==> src/opd_map.svh <==
// Register offsets, field positions, reset values and timing defaults of the protection block
`ifndef OPD_MAP_SVH
`define OPD_MAP_SVH
`define OPD_ADDR_OUT_CTL 8'h11
`define OPD_ADDR_CFG_ONE 8'h12
`define OPD_ADDR_GLOBAL 8'h71
`define OPD_ADDR_CFG_TWO 8'hA2
`define OPD_DIAG_BASE 8'h31
`define OPD_DIAG_STEP 8'h10
`define OPD_RST_OUT_CTL 8'hF0
`define OPD_RST_CFG 8'h00
`define OPD_BIT_OVERVOLT_LOCKOUT 0
`define OPD_BIT_COR 0
`define OPD_DIAG_STATUS 5
`define OPD_DIAG_TW 4
`define OPD_DIAG_TSD 3
`define OPD_DIAG_STB 2
`define OPD_DIAG_OL 1
`define OPD_GLB_FAULT 7
`define OPD_CNT_W 16
`define OPD_BLANK_CYC 16'h0100
`define OPD_FAULT_CYC 16'h0040
`define OPD_RECOV_CYC 16'h0040
`define OPD_OL_CYC 16'h0200
`endif

==> src/opd_pkg.sv <==
// Types shared by the protection and diagnostic supervisor
package opd_pkg;
  // Short-to-battery sequencer states per channel
  typedef enum logic [2:0] {S_OFF, S_BLANK, S_RUN, S_FILT, S_SHORT, S_RECOV} opd_stb_type;
endpackage : opd_pkg

==> src/opd_output_protection_diag.sv <==
// Four-channel protection and diagnostic supervisor with its register file
`timescale 1ns/1ns
`include "opd_map.svh"
module opd_output_protection_diag #(
  parameter logic [`OPD_CNT_W-1:0] BLANK_CYC = `OPD_BLANK_CYC,
  parameter logic [`OPD_CNT_W-1:0] FAULT_CYC = `OPD_FAULT_CYC,
  parameter logic [`OPD_CNT_W-1:0] RECOV_CYC = `OPD_RECOV_CYC,
  parameter logic [`OPD_CNT_W-1:0] OL_CYC = `OPD_OL_CYC
) (
  input wire logic sys_clk,
  input wire logic sys_rst,
  input wire logic [7:0] reg_addr,
  input wire logic [7:0] reg_wdata,
  input wire logic reg_wr,
  input wire logic reg_rd,
  output logic [7:0] reg_rdata,
  input wire logic [1:0] supply_under,
  input wire logic [1:0] supply_over,
  input wire logic [3:0] therm_warn,
  input wire logic [3:0] therm_shut,
  input wire logic [3:0] short_cmp,
  input wire logic open_load_cmp,
  output logic [3:0] gate_on,
  output logic [3:0] rev_block,
  output logic [3:0] open_load_src
);

  // Whole state of the block
  typedef struct packed {
    logic [16:0] sync1; // First synchroniser stage
    logic [16:0] sync2; // Second synchroniser stage
    logic [7:0] out_ctl; // Enables low nibble, blanking high nibble
    logic [7:0] cfg_one; // Lockout configuration
    logic [7:0] cfg_two; // Clear mode and open-load select
    logic [1:0] under_f; // Supply undervoltage flags
    logic [1:0] over_f; // Supply overvoltage flags
    logic [3:0] tw_f; // Thermal warning flags
    logic [3:0] tsd_f; // Thermal shutdown flags, also the latch
    logic [3:0] stb_f; // Battery short flags
    logic [3:0] ol_f; // Open-load flags
    opd_pkg::opd_stb_type [3:0] seq; // Short sequencers
    logic [3:0][`OPD_CNT_W-1:0] cnt; // Sequencer timers
    logic [`OPD_CNT_W-1:0] ol_cnt; // Open-load filter timer
    logic ol_det; // Open-load confirmed
    logic [3:0] gate; // Registered channel gating
    logic [3:0] rblk; // Registered reverse blocking
    logic [3:0] ol_src; // Registered detector routing
    logic [7:0] rdata; // Registered read data
  } opd_state_type;

  opd_state_type st; // Current state
  opd_state_type next_st; // Next state

  // Synchronised comparator views
  logic [1:0] uv_s;
  logic [1:0] ov_s;
  logic [3:0] tw_s;
  logic [3:0] tsd_s;
  logic [3:0] sc_s;
  logic olc_s;
  assign uv_s = st.sync2[1:0];
  assign ov_s = st.sync2[3:2];
  assign tw_s = st.sync2[7:4];
  assign tsd_s = st.sync2[11:8];
  assign sc_s = st.sync2[15:12];
  assign olc_s = st.sync2[16];

  logic clear_on_read_mode; // Clear-on-read mode
  logic overvolt_lockout; // Overvoltage lockout
  logic [2:0] ol_sel; // Open-load channel select, zero is none
  assign clear_on_read_mode = st.cfg_two[`OPD_BIT_COR];
  assign overvolt_lockout = st.cfg_one[`OPD_BIT_OVERVOLT_LOCKOUT];
  assign ol_sel = st.cfg_two[3:1];

  // Per-channel derived terms
  logic [3:0] ch_uv; // Undervoltage of the feeding supply
  logic [3:0] ch_ov; // Overvoltage of the feeding supply
  logic [3:0] want; // Channel allowed and requested on
  logic [3:0] ol_one; // Detector routed to this channel
  logic [3:0] sc_eff; // Short seen with reporting allowed
  logic [3:0] wr_hit; // Diagnostic register written
  logic [3:0] rd_clr; // Diagnostic register read in retain mode
  logic [3:0][7:0] diag; // Diagnostic register images

  genvar g;
  generate
    for (g = 0; g < 4; g++)
    begin : g_ch
      localparam logic [7:0] DIAG_ADDR = 8'(`OPD_DIAG_BASE + `OPD_DIAG_STEP * g);
      // Pair mapping onto the two supplies
      assign ch_uv[g] = uv_s[g / 2];
      assign ch_ov[g] = ov_s[g / 2];
      // Undervoltage, lockout and shutdown latch gate the enable bit
      assign want[g] = st.out_ctl[g] & ~st.tsd_f[g] & ~ch_uv[g] & ~(overvolt_lockout & ch_ov[g]);
      assign ol_one[g] = (ol_sel == 3'(g + 1));
      // Short reporting muted under undervoltage or open-load selection
      assign sc_eff[g] = sc_s[g] & ~ch_uv[g] & ~ol_one[g];
      assign wr_hit[g] = reg_wr & (reg_addr == DIAG_ADDR);
      assign rd_clr[g] = reg_rd & clear_on_read_mode & (reg_addr == DIAG_ADDR);
      // Status mirrors real gating; lockout adds no other bit
      assign diag[g] = {2'h0, st.gate[g], st.tw_f[g], st.tsd_f[g], st.stb_f[g], st.ol_f[g], 1'b0};
    end
  endgenerate

  logic glb_fault; // Any short or open load flagged
  assign glb_fault = |(st.stb_f | st.ol_f);
  logic glb_rd; // Global register read in retain mode
  assign glb_rd = reg_rd & clear_on_read_mode & (reg_addr == `OPD_ADDR_GLOBAL);

  // Flag update: set wins, else auto clear or retain until cleared
  function automatic logic opd_flag(input logic f, input logic cond, input logic keep,
                                    input logic clr);
    logic r;
    r = f;
    if (cond)
    begin
      r = 1'b1;
    end
    else if (!keep || clr)
    begin
      r = 1'b0;
    end
    return r;
  endfunction : opd_flag

  // Next-state logic
  always_comb
  begin
    next_st = st;
    next_st.sync1 = {open_load_cmp, short_cmp, therm_shut, therm_warn, supply_over, supply_under};
    next_st.sync2 = st.sync1;
    // Register writes
    if (reg_wr)
    begin
      if (reg_addr == `OPD_ADDR_OUT_CTL)
      begin
        next_st.out_ctl = reg_wdata;
      end
      else if (reg_addr == `OPD_ADDR_CFG_ONE)
      begin
        next_st.cfg_one = reg_wdata;
      end
      else if (reg_addr == `OPD_ADDR_CFG_TWO)
      begin
        next_st.cfg_two = reg_wdata;
      end
    end
    // Supply flags
    for (int s = 0; s < 2; s++)
    begin
      next_st.under_f[s] = opd_flag(st.under_f[s], uv_s[s], clear_on_read_mode, glb_rd);
      next_st.over_f[s] = opd_flag(st.over_f[s], ov_s[s], clear_on_read_mode, glb_rd);
    end
    // Channel flags and short sequencers
    for (int i = 0; i < 4; i++)
    begin
      // Warning never touches gating
      next_st.tw_f[i] = opd_flag(st.tw_f[i], tw_s[i], clear_on_read_mode,
                                 rd_clr[i] | (wr_hit[i] & reg_wdata[`OPD_DIAG_TW]));
      // Shutdown latch is cleared only by the host
      next_st.tsd_f[i] = opd_flag(st.tsd_f[i], tsd_s[i], 1'b1,
                                  wr_hit[i] & reg_wdata[`OPD_DIAG_TSD]);
      next_st.stb_f[i] = opd_flag(st.stb_f[i], st.seq[i] == opd_pkg::S_SHORT, clear_on_read_mode,
                                  rd_clr[i] | (wr_hit[i] & reg_wdata[`OPD_DIAG_STB]));
      next_st.ol_f[i] = opd_flag(st.ol_f[i], st.ol_det & ol_one[i], clear_on_read_mode,
                                 rd_clr[i] | (wr_hit[i] & reg_wdata[`OPD_DIAG_OL]));
      next_st.cnt[i] = st.cnt[i] + 16'h0001;
      case (st.seq[i])
        opd_pkg::S_OFF:
        begin
          // Off-state short is also filtered and caught
          next_st.cnt[i] = '0;
          if (sc_eff[i])
          begin
            next_st.seq[i] = opd_pkg::S_FILT;
          end
          else if (want[i])
          begin
            next_st.seq[i] = st.out_ctl[4 + i] ? opd_pkg::S_BLANK : opd_pkg::S_RUN;
          end
        end
        opd_pkg::S_BLANK:
        begin
          // Turn-on blanking; a short at its end extends by the filter
          if (!want[i])
          begin
            next_st.seq[i] = opd_pkg::S_OFF;
          end
          else if (st.cnt[i] >= BLANK_CYC - 16'h0001)
          begin
            next_st.cnt[i] = '0;
            next_st.seq[i] = sc_eff[i] ? opd_pkg::S_FILT : opd_pkg::S_RUN;
          end
        end
        opd_pkg::S_RUN:
        begin
          // Normal on state
          next_st.cnt[i] = '0;
          if (!want[i])
          begin
            next_st.seq[i] = opd_pkg::S_OFF;
          end
          else if (sc_eff[i])
          begin
            next_st.seq[i] = opd_pkg::S_FILT;
          end
        end
        opd_pkg::S_FILT:
        begin
          // Short shorter than the filter leaves the channel alone
          if (!sc_eff[i])
          begin
            next_st.cnt[i] = '0;
            next_st.seq[i] = want[i] ? opd_pkg::S_RUN : opd_pkg::S_OFF;
          end
          else if (st.cnt[i] >= FAULT_CYC - 16'h0001)
          begin
            next_st.cnt[i] = '0;
            next_st.seq[i] = opd_pkg::S_SHORT;
          end
        end
        opd_pkg::S_SHORT:
        begin
          // Held off and blocked until the short goes; writes to the diagnostic register cannot release it
          next_st.cnt[i] = '0;
          if (!sc_eff[i])
          begin
            next_st.seq[i] = opd_pkg::S_RECOV;
          end
        end
        opd_pkg::S_RECOV:
        begin
          // Recovery filter, then follow the present enable bit
          if (sc_eff[i])
          begin
            next_st.cnt[i] = '0;
            next_st.seq[i] = opd_pkg::S_SHORT;
          end
          else if (st.cnt[i] >= RECOV_CYC - 16'h0001)
          begin
            next_st.cnt[i] = '0;
            if (!want[i])
            begin
              next_st.seq[i] = opd_pkg::S_OFF;
            end
            else
            begin
              next_st.seq[i] = st.out_ctl[4 + i] ? opd_pkg::S_BLANK : opd_pkg::S_RUN;
            end
          end
        end
        default:
        begin
          next_st.seq[i] = opd_pkg::S_OFF;
        end
      endcase
      // Gating only in on states and only while allowed
      next_st.gate[i] = want[i] & (next_st.seq[i] == opd_pkg::S_BLANK ||
                        next_st.seq[i] == opd_pkg::S_RUN ||
                        next_st.seq[i] == opd_pkg::S_FILT);
      next_st.rblk[i] = (next_st.seq[i] == opd_pkg::S_SHORT) ||
                        (next_st.seq[i] == opd_pkg::S_RECOV);
    end
    // Open-load detector, armed only while its channel is disabled
    next_st.ol_src = ol_one & ~st.out_ctl[3:0];
    if (!(|next_st.ol_src) || !olc_s)
    begin
      next_st.ol_cnt = '0;
      next_st.ol_det = 1'b0;
    end
    else if (st.ol_cnt >= OL_CYC - 16'h0001)
    begin
      next_st.ol_det = |st.ol_src;
    end
    else
    begin
      next_st.ol_cnt = st.ol_cnt + 16'h0001;
    end
    // Read data
    next_st.rdata = 8'h00;
    if (reg_rd)
    begin
      if (reg_addr == `OPD_ADDR_OUT_CTL)
      begin
        next_st.rdata = st.out_ctl;
      end
      else if (reg_addr == `OPD_ADDR_CFG_ONE)
      begin
        next_st.rdata = st.cfg_one;
      end
      else if (reg_addr == `OPD_ADDR_GLOBAL)
      begin
        next_st.rdata = {glb_fault, 3'h0, st.over_f, st.under_f};
      end
      else if (reg_addr == `OPD_ADDR_CFG_TWO)
      begin
        next_st.rdata = st.cfg_two;
      end
      for (int k = 0; k < 4; k++)
      begin
        if (reg_addr == 8'(`OPD_DIAG_BASE + `OPD_DIAG_STEP * k))
        begin
          next_st.rdata = diag[k];
        end
      end
    end
  end

  // State register
  always_ff @(posedge sys_clk or posedge sys_rst)
  begin
    if (sys_rst)
    begin
      st <= '0;
      st.out_ctl <= `OPD_RST_OUT_CTL;
      st.cfg_one <= `OPD_RST_CFG;
      st.cfg_two <= `OPD_RST_CFG;
    end
    else
    begin
      st <= next_st;
    end
  end

  // Outputs straight from flops
  assign reg_rdata = st.rdata;
  assign gate_on = st.gate;
  assign rev_block = st.rblk;
  assign open_load_src = st.ol_src;

  // Undervoltage pair forced off
  chk_uv_pair_off: assert property (@(posedge sys_clk) disable iff (sys_rst)
    uv_s[0] |=> !gate_on[0] && !gate_on[1])
    else $error("undervoltage did not force pair off");
  // Supply two maps to channels three and four
  chk_pair_map: assert property (@(posedge sys_clk) disable iff (sys_rst)
    uv_s[1] |=> !gate_on[2] && !gate_on[3] && st.under_f[1])
    else $error("supply two mapping wrong");
  // Lockout disables on overvoltage
  chk_overvolt_lockout_gate: assert property (@(posedge sys_clk) disable iff (sys_rst)
    overvolt_lockout && ov_s[1] |=> !gate_on[3] && st.over_f[1])
    else $error("lockout did not disable channel");
  // Auto clear of supply flag
  chk_supply_auto: assert property (@(posedge sys_clk) disable iff (sys_rst)
    !clear_on_read_mode && !uv_s[0] |=> !st.under_f[0])
    else $error("supply flag not auto cleared");
  // Retained supply flag survives without a read
  chk_supply_keep: assert property (@(posedge sys_clk) disable iff (sys_rst)
    clear_on_read_mode && st.under_f[1] && !reg_rd |=> st.under_f[1])
    else $error("retained supply flag lost");
  // Warning sets flag
  chk_warn_flag: assert property (@(posedge sys_clk) disable iff (sys_rst)
    tw_s[0] |=> st.tw_f[0])
    else $error("warning flag not set");
  // Shutdown latch holds the channel off
  chk_tsd_latch: assert property (@(posedge sys_clk) disable iff (sys_rst)
    tsd_s[2] |=> st.tsd_f[2] ##1 !gate_on[2])
    else $error("shutdown did not latch off");
  // Latch survives until cleared by a write
  chk_tsd_hold: assert property (@(posedge sys_clk) disable iff (sys_rst)
    st.tsd_f[2] && !wr_hit[2] |=> st.tsd_f[2] && !gate_on[2])
    else $error("shutdown latch released without clear");
  // Confirmed short keeps channel off and blocked
  chk_short_block: assert property (@(posedge sys_clk) disable iff (sys_rst)
    st.seq[0] == opd_pkg::S_SHORT |=> !gate_on[0] && rev_block[0] && st.stb_f[0])
    else $error("short not blocked");
  // Fault filter expiry confirms the short
  chk_filter_end: assert property (@(posedge sys_clk) disable iff (sys_rst)
    st.seq[3] == opd_pkg::S_FILT && sc_eff[3] && st.cnt[3] == FAULT_CYC - 16'h0001
    |=> st.seq[3] == opd_pkg::S_SHORT)
    else $error("fault filter did not confirm short");
  // Open-load confirmation needs a held comparator
  chk_ol_filter: assert property (@(posedge sys_clk) disable iff (sys_rst)
    $rose(st.ol_det) |-> $past(olc_s) && $past(st.ol_cnt) == OL_CYC - 16'h0001)
    else $error("open load confirmed without filter");
  // Global fault follows channel short flag
  chk_glb_fault: assert property (@(posedge sys_clk) disable iff (sys_rst)
    st.stb_f[3] && reg_rd && reg_addr == `OPD_ADDR_GLOBAL |=> reg_rdata[`OPD_GLB_FAULT])
    else $error("global fault missing");
  cov_short: cover property (@(posedge sys_clk) disable iff (sys_rst)
    st.seq[0] == opd_pkg::S_SHORT);
  cov_recover: cover property (@(posedge sys_clk) disable iff (sys_rst)
    st.seq[0] == opd_pkg::S_RECOV ##1 st.seq[0] == opd_pkg::S_BLANK);
  cov_open_load: cover property (@(posedge sys_clk) disable iff (sys_rst) $rose(st.ol_det));
  cov_tsd: cover property (@(posedge sys_clk) disable iff (sys_rst) $fell(st.tsd_f[2]));

endmodule : opd_output_protection_diag

==> config.mk <==
export PLATFORM = sky130hd
export DESIGN_NAME = opd_output_protection_diag
export DESIGN_NICKNAME = d
export VERILOG_FILES = /design/src/opd_pkg.sv /design/src/opd_output_protection_diag.sv
export VERILOG_INCLUDE_DIRS = /design/src
export SDC_FILE = /design/constraint.sdc
export NUM_CORES = 1
export LEC_CHECK = 0
export ABC_AREA = 1
export BUFFER_PORTS_ARGS = -buffer_cell sky130_fd_sc_hd__buf_2
export CAP_MARGIN = 20
export CORE_MARGIN = 10
export CORE_UTILIZATION = 35
export CTS_CLUSTER_DIAMETER = 30
export DETAILED_ROUTE_END_ITERATION = 16
export PLACE_DENSITY_LB_ADDON = 0.25
export RECOVER_POWER = 100
export SYNTH_ARGS = -nofsm -noshare
export SYNTH_HDL_FRONTEND = slang
export SYNTH_SLANG_ARGS = --single-unit
==> constraint.sdc <==
create_clock -name sys_clk -period 8.1 [get_ports sys_clk]
set_input_delay 0.81 -clock sys_clk [delete_from_list [all_inputs] [get_ports sys_clk]]
set_output_delay 0.81 -clock sys_clk [all_outputs]
set_load 0.05 [all_outputs]
======== Word-level counts from Yosys, hierarchy flattened ========
Cells that the tools add are included.
operators by class
  add/sub/neg operators ................... 5
  order comparisons ....................... 9
  eq/ne operators ......................... 53
  mux-type cells .......................... 137
  bitwise logic cells ..................... 85
  reduce and logical (&&, ||, !) cells .... 64
operator list
  operator                                                            number
  2-to-1 mux 16 bit                                                   21
  one-hot mux 16 bit (4 select lines)                                 4
  2-to-1 mux 3 bit                                                    44
  adder 16 x 1 -> 16 bit, second input constant                       5
  2-to-1 mux 8 bit                                                    9
  one-hot mux 3 bit (6 select lines)                                  4
  greater-or-equal comparator 16 x 6 -> 1 bit, second input constant  4
  greater-or-equal comparator 16 x 8 -> 1 bit, second input constant  4
  bitwise AND 1 bit                                                   56
  equality test 3 x 2 -> 1 bit, second input constant                 18
  equality test 3 bit, second input constant                          17
  2-to-1 mux 1 bit                                                    42
  nonzero test 2 bit                                                  21
  equality test 8 x 7 -> 1 bit, second input constant                 4
  equality test 3 x 1 -> 1 bit, second input constant                 9
  logical OR 1 bit                                                    26
  2-to-1 mux 2 bit                                                    12
  2-to-1 mux 17 bit                                                   1
  equality test 8 x 5 -> 1 bit, second input constant                 2
  greater-or-equal comparator 16 x 9 -> 1 bit, second input constant  1
  NOT 1 bit                                                           14
  zero test 3 bit                                                     4
  OR 1 bit                                                            12
  OR reduction 3 bit                                                  4
  11 further kinds                                                    15
storage, ports and cells
  register bits ........................... 191
  input port bits ......................... 37
  output and inout bits ................... 20
  logic and storage cells ................. 392

======== Logic depth before layout (Yosys ltp) ========
  depth after elaboration ................. 12
  gate-level depth with buffers ........... 13
  mapped depth without buffers ............ 13

======== Worst setup path before layout ========
No wires, ideal clock.
  path kind ............................... input to register
  start ................................... input port reg_addr[3]
  end ..................................... register st (netlist bit reg_rdata[1])
  setup time .............................. 0.113 ns
  arrival time ............................ 1.866 ns
  required time ........................... 7.987 ns
  path slack .............................. 6.121 ns
  stages on the path ...................... 9
  path buffers ............................ 0
  cells stage by stage .................... nor2_1 > nand3_4 > nor3_4 > inv_2 > or2_0 > nand2_1 > nand3b_1 > nand2_1 > inv_1
RTL lines
  what                  line                               RTL
  start, declared       opd_output_protection_diag.sv:12   input wire logic [7:0] reg_addr,
  end signal, assigned  opd_output_protection_diag.sv:321  st <= next_st;
  end, declared         opd_output_protection_diag.sv:51   opd_state_type st;

==> flow_summary.yaml <==
status:
  outcome: "finished with violations"
  violations: "capacitance limit, slew limit"
timing:
  setup_tns_ns: 0
  relSlewSlack: -2.13
  slew_viol_final: 108
  min_period_over_period: 0.531
  finalSetupViolCount: 0
  worstMarginPinSlew_ns: 4.67
  fin_worst_skew_ns: 0.0149
  rsz0062_at_grt: "false"
  period_minus_slack_ns: 4.30
  report.final.hold_viol_count: 0
  setup_slack_ns: 3.80
  fmax_mhz: 232
global_route:
  overflow: 0
  grt_usage: 0.133
  grt_pass1_wl_um: 36800
  grt_pass1_vias: 7048
  grt_max_degree: 108
  antenna_found_initial: 0
worst_setup_path:
  r2r_cells: 10
  crit_path_start: "sys_rst"
  worstReg2RegStart: "ol_sel[2]"
  arrival_ns: 4.84
  reg2reg_to: "st[72]"
  reg2reg_slack_ns: 5.02
  crit_path_end_kind: "asynchronous set/reset pin"
  crit_fanout: 107
  start_kind: "input pin"
  worstPathRequired_ns: 8.64
  critPathKind: "in2async"
run:
  cap_violations: 1
cts:
  cts_buffers: 17
  cts.sinks: 191
  cts_resized: 0
  cts_root_buf: "clkbuf_16"
  cts_tree: "yes"
  hold_buffers: 0
  ctsHtreeMaxLevel: 4
  clkLatencyLatePin_ns: 0.43
  clkTransAtPathRegs_ns: 0.07
  cts_setup_buffers: 0
  cts_buffer_depth: 2
route:
  vias_per_cell: 4.72
  vias: 7367
  antenna_left: 0
  wl_per_cell_um: 14.2
  first_pass_iters: 5
  drt_wl_total_um: 22100
  drt_iter0_drc: 602
  drcViolationCount: 0
final_layout:
  seq_area_mm2: 0.00478
  nets: 1248
  stdcell_area_mm2: 0.0104
  final_cell_mix: "230 x nand2_1, 187 x dfrtp_1, 182 x inv_1, 130 x nor2_1, 94 x nand3_1"
  final_util: 0.388
  multi_input_area_mm2: 0.00366
  final_common_cell: "nand2_1"
  drive_gt1_frac: 0.0861
  area_growth_pct: 9.14
  fillCellCount: 2805
die:
  die_x_um: 185
  start_util: 0.355
  core_mm2: 0.0270
  pin_count: 57
  fp.dieArea_mm2: 0.0344
  placementRows: 60
  die_h_um: 185
power_and_ir_drop:
  pwr_density_cell_mw_per_mm2: 201
  vdd_drop_max_v: 0.000129
  power.leakage_nw: 5.22
  total_power_mw: 2.09
placed_design:
  hpwl_um: 16100
  numPortBuffers: 56
  placed_cell_area_mm2: 0.0101
  place_congestion: 0.884
  pre_cts_slack_ns: 5.39
synthesis:
  synthCells: 1157
  synth.ff_latch_count: 191
  async_flop_share: 1.00
  synthesis.area_mm2: 0.00957
  synth_ff_type: "dfrtp_1"
  ys_seq_area_frac: 0.500
  syn_area_per_cell_um2: 8.27
  synth_cell_types: 57
  yosys_warnings: 0
  synth_edf_count: 0
  syn-num-nets: 1199
min_path:
  holdPathStages: 0
  hp-class: "reg2reg"
  holdCritStartpoint: "next_st[160]"
  holdPathEnd: "ch_ov[2]"
## state kept, by name (all words and copies together), names as in the netlist, 2 cells and up
name,cells
st,124
next_st,17
diag,16
reg_rdata,8
gate_on,4
open_load_src,4
rev_block,4
sc_s,4
ol_sel,3
ch_ov,2
ch_uv,2
## Yosys cell counts (9+ instances only)
cell type / instances / area (µm²)
nand2_1: 224 / 841
dfrtp_1: 187 / 4680
inv_1: 177 / 664
nor2_1: 125 / 469
nand3_1: 86 / 430
o21ai_0: 50 / 250
a21oi_1: 44 / 220
o21ai_1: 30 / 150
nor3_1: 27 / 135
buf_4: 22 / 165
xor2_1: 20 / 175
nand4_1: 19 / 119
inv_2: 13 / 48.8
o21bai_1: 10 / 75.1
or2_2: 9 / 56.3
## report_power, final
part	total, mW	internal, mW	switching [mW]
registers	1.05	1.00	0.0481
logic	0.231	0.0730	0.158
clock network	0.813	0.449	0.364
total	2.09	1.52	0.570
## metal layers
layer  routed length (µm)  vias to the layer above  global-route usage
met2                10100                      118               0.202
met4                  149                        0              0.0319
li1                     -                     3780                   -
met5                    0                        -                   0
met1                11000                     3462               0.190
met3                  932                        7              0.0278
## critical path: stages
cell	delay [ns]
buf_2	0.10
clkinvlp_2	2.60
clkbuf_1	0.83
buf_16	0.38
## worst max-delay path by stage
stage                     endpoint  slack, ns
after floorplan           ch_ov[0]       2.10
after global placement     st[166]       5.41
after detailed placement  diag[28]       5.39
after CTS                   st[72]       5.69
after global routing       st[155]       2.98
final                      st[154]       3.80
## stage by stage
stage               hold WS (ns)  std cells
floorplan                  0.331       1157
global placement           0.334       1527
detailed placement         0.336       1527
CTS                        0.350       1559
global route               0.357       1560
finish                     0.348       1561
## kinds of logic after synthesis
kind of cell,Yosys count,synth area share
compound gates,160,0.0942
simple gates,555,0.278
flops,191,0.500
buf+inv,220,0.0973
fa+ha+maj,5,0.00654
xor+xnor,26,0.0238
## area by class of cell
cell class / instances / share of cell area
Multi-Input combinational cell: 746 / 0.351
Inverter: 192 / 0.0693
Timing Repair Buffer: 58 / 0.0272
Tap cell: 341 / 0.0408
Clock buffer: 23 / 0.0458
Clock inverter: 9 / 0.00791
Sequential cell: 191 / 0.458
Antenna cell: 1 / 0.000240
No activity file was read; power rests on OpenSTA's default activity.
